--- src/verilog/bcc_pkg.sv ---
// package of register map, field positions, reset values and timing for the charge cycle control
`default_nettype none
package bcc_pkg;
   // register byte offsets
   localparam logic [7:0] ADDR_CTRL    = 8'h00;
   localparam logic [7:0] ADDR_VSET    = 8'h04;
   localparam logic [7:0] ADDR_IFAST   = 8'h08;
   localparam logic [7:0] ADDR_IPRETRM = 8'h0C;
   localparam logic [7:0] ADDR_SHORT_BATTERY_CURRENT  = 8'h10;
   localparam logic [7:0] ADDR_STATUS  = 8'h14;
   localparam logic [7:0] ADDR_SAFETY  = 8'h18;
   // control register fields
   localparam int CTRL_CHG_EN    = 0;
   localparam int CTRL_TERM_EN   = 1;
   localparam int CTRL_RECHG_SEL = 2;
   localparam int CTRL_WARM_VSEL = 3;
   localparam int CTRL_COOL_ISEL = 4;
   localparam int CTRL_BSW_OFF   = 5;
   localparam int CTRL_REG_RST   = 6;
   localparam int CTRL_TMR2X_EN  = 7;
   localparam int CTRL_SAFETY_EN = 8;
   localparam int CTRL_IND_LO    = 9;
   localparam int CTRL_TOPOFF_LO = 11;
   localparam logic [15:0] CTRL_WMASK = 16'h1FBF;
   // status register fields
   localparam int STAT_TOPOFF = 2;
   localparam int STAT_FLT_LO = 3;
   localparam int STAT_BSW_ON = 5;
   // reset values: mV and mA, safety timer in seconds
   localparam logic [15:0] RST_CTRL    = 16'h0183;
   localparam logic [15:0] RST_VSET    = 16'd4208;
   localparam logic [15:0] RST_IFAST   = 16'd2048;
   localparam logic [15:0] RST_IPRE    = 16'd180;
   localparam logic [15:0] RST_ITERM   = 16'd180;
   localparam logic [15:0] RST_SHORT_BATTERY_CURRENT  = 16'd100;
   localparam logic [15:0] RST_SAFETY  = 16'h8CA0;
   localparam logic [15:0] WARM_VLIM   = 16'd4100;
   localparam logic [15:0] COOL_DIV5   = 16'd5;
   localparam logic [1:0]  IND_OFF     = 2'b11;
   // charge phase and fault codes
   localparam logic [1:0] PH_DISABLED = 2'b00;
   localparam logic [1:0] PH_PRE      = 2'b01;
   localparam logic [1:0] PH_FAST     = 2'b10;
   localparam logic [1:0] PH_DONE     = 2'b11;
   localparam logic [1:0] FLT_NONE    = 2'b00;
   localparam logic [1:0] FLT_TIMER   = 2'b11;
   // timing: clock rate, one second tick, top-off step, indicator blink half period
   localparam int CLK_HZ          = 10_000_000;
   localparam int TICK_S          = 1;
   localparam int TICK_CYCLES     = CLK_HZ * TICK_S;
   localparam int BLINK_MS        = 500;
   localparam int BLINK_CYCLES    = CLK_HZ / 1000 * BLINK_MS;
   localparam logic [15:0] TOPOFF_STEP_S = 16'd900;
   // axi responses
   localparam logic [1:0] RESP_OKAY   = 2'b00;
   localparam logic [1:0] RESP_SLVERR = 2'b10;
   typedef enum logic [2:0] {
      ST_OFF, ST_CHARGE, ST_SUSPEND, ST_TOPOFF, ST_DONE, ST_FAULT
   } bcc_state_type;
endpackage : bcc_pkg
`default_nettype wire

--- src/verilog/bcc_charge_ctrl.sv ---
// charge cycle control with axi4-lite register slave
//
// The register addresses and the AXI4-Lite register port are this design's own decisions.
`default_nettype none
// Summary of operation
// - charge runs autonomously while enable bit is 1 and enable pin low
// - defaults 4208 mV, 2048 mA fast, 180 mA precharge and termination
// - start needs converter, enable, nonzero fast current, no faults, switch not off
// - terminate when current low, voltage above recharge, no limiting or thermal
// - done battery falling below selected recharge threshold restarts a cycle
// - toggling enable pin or enable bit after done starts a new cycle
// - indicator low charging or in top-off, high done or off, blinking on fault, 11 disables
// - phase 00 disabled, 01 precharge, 10 fast, 11 done
// - completion of a cycle pulses the host interrupt
// - current chosen from battery voltage: short, precharge, fast
// - limiting or thermal regulation blocks termination and halves safety timer rate
// - after termination and any top-off battery switch off, may supplement system again
// - termination sets phase 11 and pulses the interrupt
// - termination enable bit at 0 prevents termination
// - top-off timer after termination, pauses and halves with safety timer
// - status flag shows top-off timer running
// - top-off timer reset on enable rise, termination rise, register reset
// - top-off setting captured at termination, later writes wait for recharge
// - interrupt on top-off start and on top-off expiry
// - charge only within cold and hot thresholds, else suspend and wait; top-off keeps charging, only its timer pauses
// - cool zone current halved, or 20 percent of fast current by select bit
// - safety timer expiry sets fault 11 and pulses the interrupt
module bcc_charge_ctrl #(
   parameter int TICK_CYCLES  = bcc_pkg::TICK_CYCLES,
   parameter int BLINK_CYCLES = bcc_pkg::BLINK_CYCLES
) (
   input  wire logic        aclk,
   input  wire logic        aresetn,
   input  wire logic [7:0]  s_axi_awaddr,
   input  wire logic        s_axi_awvalid,
   output logic             s_axi_awready,
   input  wire logic [31:0] s_axi_wdata,
   input  wire logic [3:0]  s_axi_wstrb,
   input  wire logic        s_axi_wvalid,
   output logic             s_axi_wready,
   output logic [1:0]       s_axi_bresp,
   output logic             s_axi_bvalid,
   input  wire logic        s_axi_bready,
   input  wire logic [7:0]  s_axi_araddr,
   input  wire logic        s_axi_arvalid,
   output logic             s_axi_arready,
   output logic [31:0]      s_axi_rdata,
   output logic [1:0]       s_axi_rresp,
   output logic             s_axi_rvalid,
   input  wire logic        s_axi_rready,
   input  wire logic        charge_enable_n,
   input  wire logic        converter_running,
   input  wire logic        batv_above_short,
   input  wire logic        batv_above_pre,
   input  wire logic        batv_above_rechg_lo,
   input  wire logic        batv_above_rechg_hi,
   input  wire logic        fast_charge_current_below_term,
   input  wire logic        input_power_limiting,
   input  wire logic        thermal_regulation,
   input  wire logic        thermistor_in_range,
   input  wire logic        thermistor_cool,
   input  wire logic        thermistor_warm,
   input  wire logic        supplement_request,
   output logic [15:0]      charge_voltage_target,
   output logic [15:0]      charge_current_target,
   output logic [15:0]      term_current_target,
   output logic             battery_switch_on,
   output logic             charging_active,
   output logic [1:0]       charge_phase_field,
   output logic             int_pulse,
   output logic             indicator_out,
   output logic             indicator_oe
);
   localparam int NCMP = 12;

   // register file
   logic [15:0] ctrl_q, vset_q, ifast_q, ipre_q, iterm_q, short_battery_current_q, safety_q;
   // bus slave state
   logic        aw_held_q, w_held_q, bvalid_q, rvalid_q;
   logic [7:0]  awaddr_q;
   logic [31:0] wdata_q, rdata_q;
   logic [3:0]  wstrb_q;
   logic [1:0]  bresp_q, rresp_q;
   // synchronised comparators
   logic [NCMP-1:0] cmp_meta_q, cmp_q;
   // core state
   bcc_pkg::bcc_state_type state_q, state_d;
   logic        en_q, int_q, bsw_on_q, half_q, blink_q;
   logic [1:0]  phase_q;
   logic [23:0] div_q, blink_cnt_q;
   logic [15:0] safety_cnt_q, topoff_cnt_q, topoff_lim_q;
   logic [15:0] vtgt_q, itgt_q;

   // bus decode
   wire do_write  = aw_held_q && w_held_q && !bvalid_q;
   wire do_read   = s_axi_arvalid && !rvalid_q;
   wire wr_ctrl   = do_write && (awaddr_q == bcc_pkg::ADDR_CTRL);
   wire wr_vset   = do_write && (awaddr_q == bcc_pkg::ADDR_VSET);
   wire wr_ifast  = do_write && (awaddr_q == bcc_pkg::ADDR_IFAST);
   wire wr_ipt    = do_write && (awaddr_q == bcc_pkg::ADDR_IPRETRM);
   wire wr_short_battery_current = do_write && (awaddr_q == bcc_pkg::ADDR_SHORT_BATTERY_CURRENT);
   wire wr_safety = do_write && (awaddr_q == bcc_pkg::ADDR_SAFETY);
   wire wr_map    = wr_ctrl || wr_vset || wr_ifast || wr_ipt || wr_short_battery_current || wr_safety
                    || (awaddr_q == bcc_pkg::ADDR_STATUS);
   wire [31:0] wmask = {{8{wstrb_q[3]}}, {8{wstrb_q[2]}}, {8{wstrb_q[1]}}, {8{wstrb_q[0]}}};
   wire [31:0] wbits = wdata_q & wmask;
   wire reg_rst = wr_ctrl && wbits[bcc_pkg::CTRL_REG_RST];

   // control fields
   wire chg_en_bit  = ctrl_q[bcc_pkg::CTRL_CHG_EN];
   wire term_en     = ctrl_q[bcc_pkg::CTRL_TERM_EN];
   wire rechg_sel   = ctrl_q[bcc_pkg::CTRL_RECHG_SEL];
   wire warm_vsel   = ctrl_q[bcc_pkg::CTRL_WARM_VSEL];
   wire cool_isel   = ctrl_q[bcc_pkg::CTRL_COOL_ISEL];
   wire bsw_off     = ctrl_q[bcc_pkg::CTRL_BSW_OFF];
   wire tmr2x_en    = ctrl_q[bcc_pkg::CTRL_TMR2X_EN];
   wire safety_en   = ctrl_q[bcc_pkg::CTRL_SAFETY_EN];
   wire [1:0] ind_fn     = ctrl_q[bcc_pkg::CTRL_IND_LO +: 2];
   wire [1:0] topoff_sel = ctrl_q[bcc_pkg::CTRL_TOPOFF_LO +: 2];

   // comparator view after the two-flop synchroniser
   wire c_short   = cmp_q[0];
   wire c_pre     = cmp_q[1];
   wire c_rc_lo   = cmp_q[2];
   wire c_rc_hi   = cmp_q[3];
   wire c_below   = cmp_q[4];
   wire c_limit   = cmp_q[5];
   wire c_thermal = cmp_q[6];
   wire c_ts_ok   = cmp_q[7];
   wire c_cool    = cmp_q[8];
   wire c_warm    = cmp_q[9];
   wire c_suppl   = cmp_q[10];
   wire c_conv    = cmp_q[11];

   // qualification terms
   wire enable     = chg_en_bit && !charge_enable_n;
   wire en_rise    = enable && !en_q;
   wire above_rc   = rechg_sel ? c_rc_hi : c_rc_lo;
   wire regulating = c_limit || c_thermal;
   wire go_off     = !enable || (ifast_q == 16'h0000) || bsw_off || !c_conv;
   wire start_ok   = !go_off && c_ts_ok;
   wire term_det   = term_en && c_below && above_rc && !regulating;
   wire tick       = (div_q == 24'(TICK_CYCLES - 1));
   wire slow       = tmr2x_en && (regulating || c_cool);
   wire timing     = (state_q == bcc_pkg::ST_CHARGE) || (state_q == bcc_pkg::ST_TOPOFF);
   wire advance    = tick && timing && c_ts_ok && (!slow || half_q);
   wire safety_exp = safety_en && (safety_cnt_q >= safety_q);
   wire topoff_exp = (topoff_cnt_q >= topoff_lim_q);
   wire term_rise  = (state_q == bcc_pkg::ST_CHARGE)
                     && ((state_d == bcc_pkg::ST_TOPOFF) || (state_d == bcc_pkg::ST_DONE));
   wire cyc_start  = (state_d == bcc_pkg::ST_CHARGE)
                     && ((state_q == bcc_pkg::ST_OFF) || (state_q == bcc_pkg::ST_DONE));
   wire topoff_rst = en_rise || term_rise || reg_rst;

   // cycle sequencer
   always_comb begin
      state_d = state_q;
      case (state_q)
         bcc_pkg::ST_OFF: begin
            if (start_ok) state_d = bcc_pkg::ST_CHARGE;
         end
         bcc_pkg::ST_CHARGE: begin
            if (go_off) state_d = bcc_pkg::ST_OFF;
            else if (!c_ts_ok) state_d = bcc_pkg::ST_SUSPEND;
            else if (safety_exp) state_d = bcc_pkg::ST_FAULT;
            else if (term_det) begin
               state_d = (topoff_sel != 2'b00) ? bcc_pkg::ST_TOPOFF : bcc_pkg::ST_DONE;
            end
         end
         bcc_pkg::ST_SUSPEND: begin
            if (go_off) state_d = bcc_pkg::ST_OFF;
            else if (c_ts_ok) state_d = bcc_pkg::ST_CHARGE;
         end
         bcc_pkg::ST_TOPOFF: begin
            if (go_off) state_d = bcc_pkg::ST_OFF;
            else if (topoff_exp) state_d = bcc_pkg::ST_DONE;
         end
         bcc_pkg::ST_DONE: begin
            if (go_off) state_d = bcc_pkg::ST_OFF;
            else if (!above_rc && c_ts_ok) state_d = bcc_pkg::ST_CHARGE;
         end
         bcc_pkg::ST_FAULT: begin
            if (!enable) state_d = bcc_pkg::ST_OFF;
         end
         default: state_d = bcc_pkg::ST_OFF;
      endcase
   end

   // interrupt on entering top-off, done or fault
   wire int_d = (state_d != state_q) && ((state_d == bcc_pkg::ST_TOPOFF)
                || (state_d == bcc_pkg::ST_DONE) || (state_d == bcc_pkg::ST_FAULT));

   // phase code from state and battery voltage
   wire charging = (state_q == bcc_pkg::ST_CHARGE) || (state_q == bcc_pkg::ST_SUSPEND);
   wire finished = (state_q == bcc_pkg::ST_TOPOFF) || (state_q == bcc_pkg::ST_DONE);
   wire [1:0] phase_d = finished ? bcc_pkg::PH_DONE :
                        !charging ? bcc_pkg::PH_DISABLED :
                        c_pre ? bcc_pkg::PH_FAST : bcc_pkg::PH_PRE;
   wire [1:0] fault_fld = (state_q == bcc_pkg::ST_FAULT) ? bcc_pkg::FLT_TIMER
                                                         : bcc_pkg::FLT_NONE;

   // current and voltage targets with temperature derating
   wire [15:0] icool  = cool_isel ? (ifast_q / bcc_pkg::COOL_DIV5) : {1'b0, ifast_q[15:1]};
   wire [15:0] ifz    = c_cool ? icool : ifast_q;
   wire [15:0] itgt_d = !c_short ? short_battery_current_q : !c_pre ? ipre_q : ifz;
   wire [15:0] vtgt_d = (c_warm && warm_vsel) ? bcc_pkg::WARM_VLIM : vset_q;
   // switch opens once done after any top-off, closes again when the system needs the battery
   wire bsw_d = !bsw_off && (charging || (state_q == bcc_pkg::ST_TOPOFF)
                || c_suppl || !c_conv);

   // read mux
   wire [15:0] status = {10'h000, bsw_on_q, fault_fld,
                         (state_q == bcc_pkg::ST_TOPOFF), phase_q};
   wire        rd_hit = (s_axi_araddr <= bcc_pkg::ADDR_SAFETY) && (s_axi_araddr[1:0] == 2'b00);
   wire [15:0] rd_lo  = (s_axi_araddr == bcc_pkg::ADDR_CTRL)    ? ctrl_q   :
                        (s_axi_araddr == bcc_pkg::ADDR_VSET)    ? vset_q   :
                        (s_axi_araddr == bcc_pkg::ADDR_IFAST)   ? ifast_q  :
                        (s_axi_araddr == bcc_pkg::ADDR_IPRETRM) ? ipre_q   :
                        (s_axi_araddr == bcc_pkg::ADDR_SHORT_BATTERY_CURRENT)  ? short_battery_current_q :
                        (s_axi_araddr == bcc_pkg::ADDR_STATUS)  ? status   :
                        (s_axi_araddr == bcc_pkg::ADDR_SAFETY)  ? safety_q : 16'h0000;
   wire [15:0] rd_hi  = (s_axi_araddr == bcc_pkg::ADDR_IPRETRM) ? iterm_q : 16'h0000;

   // write address and data are taken independently and joined here
   always_ff @(posedge aclk) begin
      if (!aresetn) begin
         aw_held_q <= 1'b0;
         w_held_q  <= 1'b0;
         bvalid_q  <= 1'b0;
         awaddr_q  <= 8'h00;
         wdata_q   <= 32'h0000_0000;
         wstrb_q   <= 4'h0;
         bresp_q   <= bcc_pkg::RESP_OKAY;
      end else begin
         if (s_axi_awvalid && s_axi_awready) begin
            aw_held_q <= 1'b1;
            awaddr_q  <= s_axi_awaddr;
         end
         if (s_axi_wvalid && s_axi_wready) begin
            w_held_q <= 1'b1;
            wdata_q  <= s_axi_wdata;
            wstrb_q  <= s_axi_wstrb;
         end
         if (do_write) begin
            aw_held_q <= 1'b0;
            w_held_q  <= 1'b0;
            bvalid_q  <= 1'b1;
            bresp_q   <= wr_map ? bcc_pkg::RESP_OKAY : bcc_pkg::RESP_SLVERR;
         end else if (bvalid_q && s_axi_bready) begin
            bvalid_q <= 1'b0;
         end
      end
   end

   // read channel answers one cycle after the address is taken
   always_ff @(posedge aclk) begin
      if (!aresetn) begin
         rvalid_q <= 1'b0;
         rdata_q  <= 32'h0000_0000;
         rresp_q  <= bcc_pkg::RESP_OKAY;
      end else if (do_read) begin
         rvalid_q <= 1'b1;
         rdata_q  <= {rd_hi, rd_lo};
         rresp_q  <= rd_hit ? bcc_pkg::RESP_OKAY : bcc_pkg::RESP_SLVERR;
      end else if (rvalid_q && s_axi_rready) begin
         rvalid_q <= 1'b0;
      end
   end

   // settings; the register reset bit reloads every default and never stores itself
   always_ff @(posedge aclk) begin
      if (!aresetn || reg_rst) begin
         ctrl_q   <= bcc_pkg::RST_CTRL;
         vset_q   <= bcc_pkg::RST_VSET;
         ifast_q  <= bcc_pkg::RST_IFAST;
         ipre_q   <= bcc_pkg::RST_IPRE;
         iterm_q  <= bcc_pkg::RST_ITERM;
         short_battery_current_q <= bcc_pkg::RST_SHORT_BATTERY_CURRENT;
         safety_q <= bcc_pkg::RST_SAFETY;
      end else begin
         if (wr_ctrl)
            ctrl_q <= (ctrl_q & ~wmask[15:0]) | (wbits[15:0] & bcc_pkg::CTRL_WMASK);
         if (wr_vset)   vset_q   <= (vset_q & ~wmask[15:0]) | wbits[15:0];
         if (wr_ifast)  ifast_q  <= (ifast_q & ~wmask[15:0]) | wbits[15:0];
         if (wr_ipt)    ipre_q   <= (ipre_q & ~wmask[15:0]) | wbits[15:0];
         if (wr_ipt)    iterm_q  <= (iterm_q & ~wmask[31:16]) | wbits[31:16];
         if (wr_short_battery_current) short_battery_current_q <= (short_battery_current_q & ~wmask[15:0]) | wbits[15:0];
         if (wr_safety) safety_q <= (safety_q & ~wmask[15:0]) | wbits[15:0];
      end
   end

   // comparators and status pins cross in through two flops; only the second is used
   always_ff @(posedge aclk) begin
      if (!aresetn) begin
         cmp_meta_q <= '0;
         cmp_q      <= '0;
      end else begin
         cmp_meta_q <= {converter_running, supplement_request, thermistor_warm,
                        thermistor_cool, thermistor_in_range, thermal_regulation,
                        input_power_limiting, fast_charge_current_below_term, batv_above_rechg_hi,
                        batv_above_rechg_lo, batv_above_pre, batv_above_short};
         cmp_q      <= cmp_meta_q;
      end
   end

   // sequencer state, interrupt pulse and registered outputs
   always_ff @(posedge aclk) begin
      if (!aresetn) begin
         state_q  <= bcc_pkg::ST_OFF;
         en_q     <= 1'b0;
         int_q    <= 1'b0;
         phase_q  <= bcc_pkg::PH_DISABLED;
         vtgt_q   <= 16'h0000;
         itgt_q   <= 16'h0000;
         bsw_on_q <= 1'b0;
      end else begin
         state_q  <= state_d;
         en_q     <= enable;
         int_q    <= int_d;
         phase_q  <= phase_d;
         vtgt_q   <= vtgt_d;
         itgt_q   <= itgt_d;
         bsw_on_q <= bsw_d;
      end
   end

   // one second tick and the half-rate gate shared by both timers
   always_ff @(posedge aclk) begin
      if (!aresetn) begin
         div_q  <= 24'h000000;
         half_q <= 1'b0;
      end else begin
         div_q <= tick ? 24'h000000 : div_q + 24'h000001;
         if (tick && timing && slow) half_q <= !half_q;
      end
   end

   // safety timer restarts with every new cycle, holds while suspended
   always_ff @(posedge aclk) begin
      if (!aresetn || cyc_start) begin
         safety_cnt_q <= 16'h0000;
      end else if (advance && (state_q == bcc_pkg::ST_CHARGE) && !safety_exp) begin
         safety_cnt_q <= safety_cnt_q + 16'h0001;
      end
   end

   // top-off limit latched at termination so later writes wait for a recharge
   always_ff @(posedge aclk) begin
      if (!aresetn) begin
         topoff_cnt_q <= 16'h0000;
         topoff_lim_q <= 16'h0000;
      end else begin
         if (term_rise)
            topoff_lim_q <= 16'({14'h0000, topoff_sel} * bcc_pkg::TOPOFF_STEP_S);
         if (topoff_rst)
            topoff_cnt_q <= 16'h0000;
         else if (advance && (state_q == bcc_pkg::ST_TOPOFF) && !topoff_exp)
            topoff_cnt_q <= topoff_cnt_q + 16'h0001;
      end
   end

   // fault blink divider, only runs in the fault state
   always_ff @(posedge aclk) begin
      if (!aresetn || (state_q != bcc_pkg::ST_FAULT)) begin
         blink_cnt_q <= 24'h000000;
         blink_q     <= 1'b0;
      end else if (blink_cnt_q == 24'(BLINK_CYCLES - 1)) begin
         blink_cnt_q <= 24'h000000;
         blink_q     <= !blink_q;
      end else begin
         blink_cnt_q <= blink_cnt_q + 24'h000001;
      end
   end

   // bus outputs
   assign s_axi_awready = !aw_held_q && !bvalid_q;
   assign s_axi_wready  = !w_held_q && !bvalid_q;
   assign s_axi_bvalid  = bvalid_q;
   assign s_axi_bresp   = bresp_q;
   assign s_axi_arready = !rvalid_q;
   assign s_axi_rvalid  = rvalid_q;
   assign s_axi_rdata   = rdata_q;
   assign s_axi_rresp   = rresp_q;

   // open-drain indicator: pulled low while charging or in top-off, blinking on fault, released otherwise
   wire ind_low = (state_q == bcc_pkg::ST_FAULT) ? blink_q : (charging || finished && 
                  state_q == bcc_pkg::ST_TOPOFF);
   assign indicator_out = 1'b0;
   assign indicator_oe  = (ind_fn != bcc_pkg::IND_OFF) && ind_low;

   // device outputs
   assign charge_voltage_target = vtgt_q;
   assign charge_current_target = itgt_q;
   assign term_current_target   = iterm_q;
   assign battery_switch_on     = bsw_on_q;
   assign charging_active       = timing;
   assign charge_phase_field    = phase_q;
   assign int_pulse             = int_q;
endmodule // bcc_charge_ctrl
`default_nettype wire

--- config.mk ---
export PLATFORM = sky130hd
export DESIGN_NAME = bcc_charge_ctrl
export DESIGN_NICKNAME = d
export VERILOG_FILES = /design/src/verilog/bcc_pkg.sv /design/src/verilog/bcc_charge_ctrl.sv
export SDC_FILE = /design/constraint.sdc
export NUM_CORES = 1
export LEC_CHECK = 0
export ABC_AREA = 1
export BUFFER_PORTS_ARGS = -buffer_cell sky130_fd_sc_hd__buf_2
export CORE_MARGIN = 1
export CORE_UTILIZATION = 40
export DETAILED_ROUTE_END_ITERATION = 10
export GPL_TIMING_DRIVEN = 0
export PLACE_DENSITY = 0.66
export SYNTH_ARGS = -nofsm -noshare
export SYNTH_HDL_FRONTEND = slang
export SYNTH_SLANG_ARGS = --single-unit
export TNS_END_PERCENT = 1
--- constraint.sdc ---
create_clock -name aclk -period 11.3 [get_ports aclk]
set_input_delay 2.26 -clock aclk [delete_from_list [all_inputs] [get_ports aclk]]
set_output_delay 2.26 -clock aclk [all_outputs]
set_load 0.02 [all_outputs]
* Word-level counts from Yosys, hierarchy flattened
Cells that the tools add are included.
** Cells by class
- Add/sub/neg operators :: 4
- Multiply operators :: 1
- Div/mod/pow operators :: 1
- Order comparisons :: 3
- Equality and inequality tests :: 26
- Multiplexer cells :: 39
- Bitwise operators :: 18
- Reductions and logical operators :: 99
** Operators with widths (count)
- two-way mux 16 bit :: 12
- bitwise AND 16 bit :: 7
- OR 16 bit :: 6
- adder 24 x 1 -> 24 bit, second input constant :: 2
- equality test 8 x 5 -> 1 bit, second input constant :: 6
- logical AND 1 bit :: 41
- two-way mux 3 bit :: 13
- adder 16 x 1 -> 16 bit, second input constant :: 2
- bitwise AND 32 bit :: 1
- equality test 8 x 4 -> 1 bit, second input constant :: 4
- NOT 16 bit :: 2
- logical OR 1 bit :: 27
- equality test 24 x 23 -> 1 bit, second input constant :: 1
- equality test 24 bit, second input constant :: 1
- zero test 1 bit :: 18
- one-hot mux 3 bit (6 select lines) :: 1
- divider 16 x 3 -> 16 bit, second input constant :: 1
- equality test 8 x 3 -> 1 bit, second input constant :: 2
- >= comparator 16 x 12 -> 1 bit :: 1
- >= comparator 16 bit :: 1
- zero test 16 bit :: 1
- zero test 8 bit :: 2
- OR 16 x 13 -> 16 bit :: 1
- two-way mux 13 bit :: 1
- 15 further kinds :: 37
** Storage, ports and cells
- Register bits after elaboration :: 352
- Input bits :: 72
- Word-level logic and storage cells :: 225

* Longest topological paths before layout
Gate-level depths: netlist of run 1.
- Word-level depth :: 16
- Mapped depth :: 69

* Worst setup path after synthesis of run 1
Ideal clock, no wire load.
- Kind :: reg2reg
- Start point :: register with a tool-made name
- End point :: register itgt_q[0] (netlist: charge_current_target[0])
- Library setup time :: 0.066 ns
- Arrival :: 4.931 ns
- Data required time :: 11.234 ns
- Slack :: 6.303 ns
- Stages on the path, launching flop included :: 60
- Path buffers :: 1
- Period minus slack after synthesis :: 4.997 ns
- Cells stage by stage :: dfxtp_1 -> buf_6 -> inv_4 -> a21oi_2 -> nand2_1 -> nand2_2 -> inv_1 -> nand2_1 -> nand2_2 -> o21ai_1 -> nand2_2 -> nand2_2 -> nand2_2 -> nand2_4 -> nand2_1 -> nand2_2 -> inv_2 -> nand2_4 -> [... 24 more ...] -> nand2_2 -> nand2_1 -> nand2_2 -> inv_2 -> nand2_2 -> nand2_2 -> nand2_2 -> nand2_1 -> inv_1 -> ha_1 -> or2_2 -> nand3_1 -> nand2_1 -> nand4_1 -> nand2_1 -> nand2_1 -> nand2_1 -> a21oi_2
** RTL lines
- to (signal assigned) :: line bcc_charge_ctrl.sv:322 : itgt_q <= itgt_d;
- to (decl) :: line bcc_charge_ctrl.sv:92 : logic [15:0] vtgt_q, itgt_q;

==> results of run 1 <==
cells by family after synthesis:
group	count (synthesis)
and+or+nand+nor	920
AOI/OAI and AO/OA	504
buffers and inverters	366
DFF	346
adders and majority gates	34
xor gates and xnor gates	10
other	1
muxes	1
cells in the final DEF, fill, tap and decap left out, types with 9 or more instances in the layout:
cell type and n:
nand2_1 489, dfxtp_1 346, inv_1 258, a21oi_1 252, nor2_1 172, buf_2 165, o21ai_0 143, nand3_1 73
clkbuf_1 68, nor3_1 47, nand2_2 41, clkbuf_16 40, ha_1 34, o211ai_1 33, nand4_1 27, o221ai_1 19
inv_2 17, nor4_1 17, nor3b_1 16, clkbuf_8 16, nand3_2 12, a221oi_1 10, clkinv_1 9, nand2_4 9
buf_1 9, o2111ai_1 9
cells in the mapped netlist, types with 16 or more instances:
cell type and n:
nor3b_1 16, nor2_1 172, nor3_1 47, clkbuf_1 59
nand2_1 489, dfxtp_1 346, inv_1 258, a21oi_1 252
o221ai_1 19, o21ai_0 143, ha_1 34, o211ai_1 33
nand4_1 27, nand2_2 41, nand3_1 73, inv_2 17
nor4_1 17
final cells by class:
class | instances | area [sq um] | share of cell area
Buffer | 80 | 395.4 | 0.02116
Multi-Input combinational cell | 1472 | 7470 | 0.3997
Antenna cell | 4 | 10.01 | 0.0005356
Tap cell | 518 | 648.1 | 0.03468
Inverter | 286 | 1079 | 0.05771
Timing Repair Buffer | 164 | 820.8 | 0.04392
Clock inverter | 9 | 112.6 | 0.006025
Sequential cell | 346 | 6927 | 0.3706
Clock buffer | 63 | 1227 | 0.06568
worst paths after layout:
check | cells after the start | from | end | slack (ns)
worst min-delay path | 2 | cmp_meta_q[9] | cmp_q[9] | 0.40
worst min register to register | 2 | cmp_meta_q[9] | cmp_q[9] | 0.40
worst max-delay path | 55 | register | charge_current_target[0] | 5.47
worst max register to register | 55 | register | charge_current_target[0] | 5.47
report_power, final:
| part | internal (mW) | switching (mW) | total (mW) |
|---|---|---|---|
| logic | 0.0600 | 0.143 | 0.203 |
| clock network | 0.791 | 0.525 | 1.32 |
| registers | 1.25 | 0.0284 | 1.28 |
| total | 2.10 | 0.696 | 2.80 |
per-stage QoR:
step / instance area (sq um) / setup WS [ns] / power [mW] / util
after floorplan: 15870 / 6.303 / 1.421 / -
after global placement: 17340 / 5.715 / 1.499 / 0.4455
after detailed placement: 17340 / 5.522 / 1.504 / 0.4455
after CTS: 18680 / 5.508 / 2.814 / 0.4800
after global routing: 18680 / 4.892 / 2.894 / 0.4800
final: 18690 / 5.474 / 2.796 / 0.4802
layer usage:
metal	share of wire	vias to the layer above
met4	0.041	2
met2	0.44	608
met5	0.00016	-
met1	0.44	7207
li1	-	7621
met3	0.085	108
critical path: cells and delay by family, from the launching register on:
kind,cells,cell delay [ns]
AO/OA/AOI/OAI,4,0.77
flip-flops,1,0.32
AND/OR/NAND/NOR,43,3.83
buffers and inverters,7,0.56
adder cells (fa/ha/maj),1,0.26
==> results.cfg, run 1 <==
[timing]
tightestPinTransition_ns = 1.067
post-route-period-util = 0.5156
setup_tns_ns = 0
fin_crit_ns = 5.826
holdWs_ns = 0.4031
finalMaxSlewViolations = 0
finalSetupViolCount = 0
clock.fmax_mhz = 171.6
rsz0062_at_grt = false
finalHoldViolCount = 0
finClkSkew_ns = 0.01887
slew_headroom = 0.2884

[drt]
first_pass_iters = 5
num_vias = 15550
ant_nets = 0
route.detailed.drc = 0
drtIter0Drc = 1441
routed_wl_um = 51350
viasPerCell = 5.284
routedWlPerCell_um = 17.45

[worst_setup_path]
slowest_delay_ns = 0.32
worst-setup-path-type = register to register
endpoint_kind = register
required_ns = 11.78
arrival_ns = 6.31
cp_common_cell = nand2_2
cp_slowest_cell = dfxtp_1
path_max_fanout = 8
cp-start-kind = register

[placement]
hpwl_um = 39290
port_buffers = 164
dpl.cell_count = 2866
place_congestion = 0.9816

[layout]
nNetsFinal = 2496
area_growth_pct = 17.82
drive_gt1_frac = 0.1401
stdcell_count = 2942
fill_cells = 3905

[floorplanning]
dieHeight_um = 201.1
design.die.area_sq_um = 40460
io_pins = 168
start_util = 0.4076
die_w_um = 201.1
row_count = 72
core-area_sq_um = 38920

[global_routing]
grt_max_degree = 14
grt.overflow.total = 0
busiest_layer = met2
grt_pass1_wl_um = 80040
grt_use_met1 = 0.3435
met3_usage = 0.04163
use_met2 = 0.3924
antenna_found_initial = 5
first_global_vias = 14500
gr-usage-all-layers = 0.2526

[synthesis]
synth_top_cell_by_area = dfxtp_1
synthXorXnorAreaFrac = 0.005521
yosys_warnings = 0
synth_mux_area_frac = 0.0006310
synthSimpleGateAreaFrac = 0.2578
synth.avg_cell_area_sq_um = 7.270
synth-seq-cells = 346
async_flop_share = 0
synthAdderAreaFrac = 0.02682
synthFlopType = dfxtp_1
synth_edf_count = 0
netlist_instances = 2182
synth_compound_area_frac = 0.1794
synthTopCellsByArea = dfxtp_1 (44%), nand2_1 (12%), a21oi_1 (8.0%), inv_1 (6.1%), o21ai_0 (4.5%)
yosysSeqAreaShare = 0.4367
synth_top_area_frac = 0.4367
synth_area_sq_um = 15860
synth_top_family_by_area = simple AND/OR/NAND/NOR gates
ys_types = 53

[clock_tree]
cts-root-buf = clkbuf_16
cts_hold_buf = 0
cts_max_path_buffers = 3
cts-htree-levels = 2
cts.sinks = 346
numCtsBuffers = 40
clkTransAtPathRegs_ns = 0.06
ctsResizeCount = 0
cts_setup_buffers = 0
clock_latency_ns = 0.56
cts_tree = done

[power]
p_leak_nw = 7.677
vdd_drop_max_uv = 98.28
pwr_density_cell_nw_per_um2 = 149.6

[min_path]
hold_path.class = register to register

[outcome]
outcome = completed

[run]
maxCapViolCount = 0
No activity file was read; power rests on OpenSTA's default activity.
==> run 2: changes to the inputs <==
- ABC_AREA: 1 -> 0
- PLACE_DENSITY: 0.66 -> 0.68
- clock period: 11.3 -> 5 ns (I/O delays scaled with it)
==> results.cfg, run 2 <==
[clock_tree]
cts-htree-levels = 2
clock_latency_ns = 0.58
clkTransAtPathRegs_ns = 0.06
numCtsBuffers = 38
cts.sinks = 346
cts_tree = done
cts_max_path_buffers = 3
cts-root-buf = clkbuf_16

[floorplanning]
die_w_um = 206.1
design.die.area_sq_um = 42470
io_pins = 168
row_count = 74
dieHeight_um = 206.1
core-area_sq_um = 40920
start_util = 0.4071

[worst_setup_path]
cp_slowest_cell = o311a_1
regToRegSetupSlack_ns = 0.14
cp-start-kind = register
path_max_fanout = 10
slowest_delay_ns = 0.35
worst-setup-path-type = register to register
required_ns = 5.49
arrival_ns = 5.35
worstPathCellList = clkbuf_4 -> buf_4 -> a211oi_4 -> a31oi_4 -> a211oi_4 -> buf_4 -> mux2i_4 -> nand3_2 -> a41oi_2 -> o21ai_1 -> a22o_2 -> o311a_1 -> o41ai_2 -> o2111a_2 -> ha_1 -> nor3_1 -> a31oi_1 -> o211a_1 -> o21ai_1 -> o21a_1
endpoint_kind = register

[synthesis]
synth_commonest_cells = dfxtp_1 (346), nand2_1 (317), nor2_1 (207)
synth_edf_count = 0
ys_types = 100
async_flop_share = 0
synth-seq-cells = 346
synthFlopType = dfxtp_1
synth_top_cell_by_area = dfxtp_1
yosys.cell_count.top_type = dfxtp_1
synth_top_area_frac = 0.4158
synth_area_sq_um = 16660
synthTopCellsByArea = dfxtp_1 (42%), nand2_1 (7.1%), a21oi_1 (4.9%), nor2_1 (4.7%), mux2i_1 (4.5%)
netlist_instances = 2024
synth.avg_cell_area_sq_um = 8.230
yosysSeqAreaShare = 0.4158
yosys_warnings = 0

[placement]
dpl.cell_count = 2721
preCtsSetupSlack_ns = -0.1970
port_buffers = 162
hpwl_um = 41070
place_congestion = 0.9610
placed_area_sq_um = 18160

[layout]
fill_cells = 3967
drive_gt1_frac = 0.1498
stdcell_count = 2805
nNetsFinal = 2346
area_growth_pct = 18.57
final_common_cell = dfxtp_1
stdcell_area_sq_um = 19750
layout_common_cells = dfxtp_1 (344), nand2_1 (316), nor2_1 (206)

[global_routing]
grt.overflow.total = 0
gr-usage-all-layers = 0.2573
first_global_vias = 14930
antenna_found_initial = 3
grt_pass1_wl_um = 84280
grt_max_degree = 14

[drt]
num_vias = 15840
viasPerCell = 5.648
drtIter0Drc = 1248
routed_wl_um = 55120
routedWlPerCell_um = 19.65
route.detailed.drc = 0
first_pass_iters = 7
ant_nets = 0

[timing]
slew_headroom = 0.3179
finalHoldViolCount = 0
clock.fmax_mhz = 205.7
tightestPinTransition_ns = 1.019
finalMaxSlewViolations = 0
post-route-period-util = 0.9721
rsz0062_at_grt = true
fin_crit_ns = 4.861
holdWs_ns = 0.4313
finClkSkew_ns = 0.03331
finalSetupViolCount = 0
setup_slack_ns = 0.1394

[outcome]
outcome = completed

[min_path]
min_from = cmp_meta_q[8]
hold_path.class = register to register

[power]
finalPower_mw = 6.056
p_leak_nw = 7.570
pwr_density_cell_nw_per_um2 = 306.6
vdd_drop_max_uv = 269.0

[run]
maxCapViolCount = 0
[run 2: cell count changes after synthesis, sizes merged, moves of 28 or more]
cell | before | now
inv | 277 | 50
nand2 | 539 | 317
a21oi | 257 | 164
o21ai | 149 | 56
mux2i | 1 | 75
and2 | 1 | 51
xor2 | 8 | 51
clkbuf | 61 | 100
nor2 | 173 | 208
and3 | 1 | 29
[run 2: area by class of cell]
cell class,count,area [sq um],share of cell area
Multi-Input combinational cell,1492,9111,0.4613
Clock inverter,12,158.9,0.008045
Buffer,134,639.4,0.03237
Clock buffer,58,1126,0.05701
Sequential cell,346,6929,0.3508
Timing Repair Buffer,175,912.1,0.04618
Antenna cell,3,7.507,0.0003801
Inverter,53,201.4,0.01020
Tap cell,532,665.6,0.03370
[run 2: worst paths after layout]
path | cells past startpoint | end
max reg2reg | 20 | charge_current_target[0]
max | 20 | charge_current_target[0]
min | 1 | cmp_q[8]
min reg2reg | 1 | cmp_q[8]
[run 2: power breakdown]
part	switching, mW	internal [mW]	total, mW
Combinational	0.217	0.0978	0.315
Clock	1.19	1.68	2.87
Sequential	0.0601	2.81	2.87
[run 2: worst max-delay path, delay by kind of cell, from the launching register on]
| family | cells | cell delay [ns] |
|---|---|---|
| buf+inv | 3 | 0.60 |
| compound gates | 13 | 2.93 |
| fa+ha+maj | 1 | 0.26 |
| simple gates | 2 | 0.36 |
| flops | 1 | 0.34 |
| mux | 1 | 0.28 |
[run 2: metal layers]
layer | wire length, um | part of all wire | track usage
met5 | 24 | 0.00044 | 0
met4 | 2038 | 0.037 | 0.09375
met3 | 5799 | 0.11 | 0.07017
met2 | 24280 | 0.44 | 0.4021
met1 | 22970 | 0.42 | 0.3378
[run 2: what timing repair did]
action	CTS	global route
cloned	0	0
resized for setup	5	36
setup buffers	1	11
pin swaps	1	7
hold buffers	0	0
hold endpoints to repair	0	0
setup endpoints to repair	2	5
[run 2: per-stage QoR]
step | setup TNS [ns] | util
after CTS | 0 | 0.4757
after global routing | -0.2943 | 0.4825
after global placement | -0.1219 | 0.4433
final | 0 | 0.4826
after detailed placement | -0.3055 | 0.4438
after floorplan | 0 | -
[run 2: cells by family after synthesis]
group           count (synthesis)  share of synthesized area
mux                            91                    0.05611
buf+inv                       188                    0.05040
other cells                     1                  0.0002251
compound gates                404                     0.1622
fa+ha+maj                      35                    0.02614
flops                         346                     0.4158
simple gates                  881                     0.2482
xor+xnor                       78                    0.04101
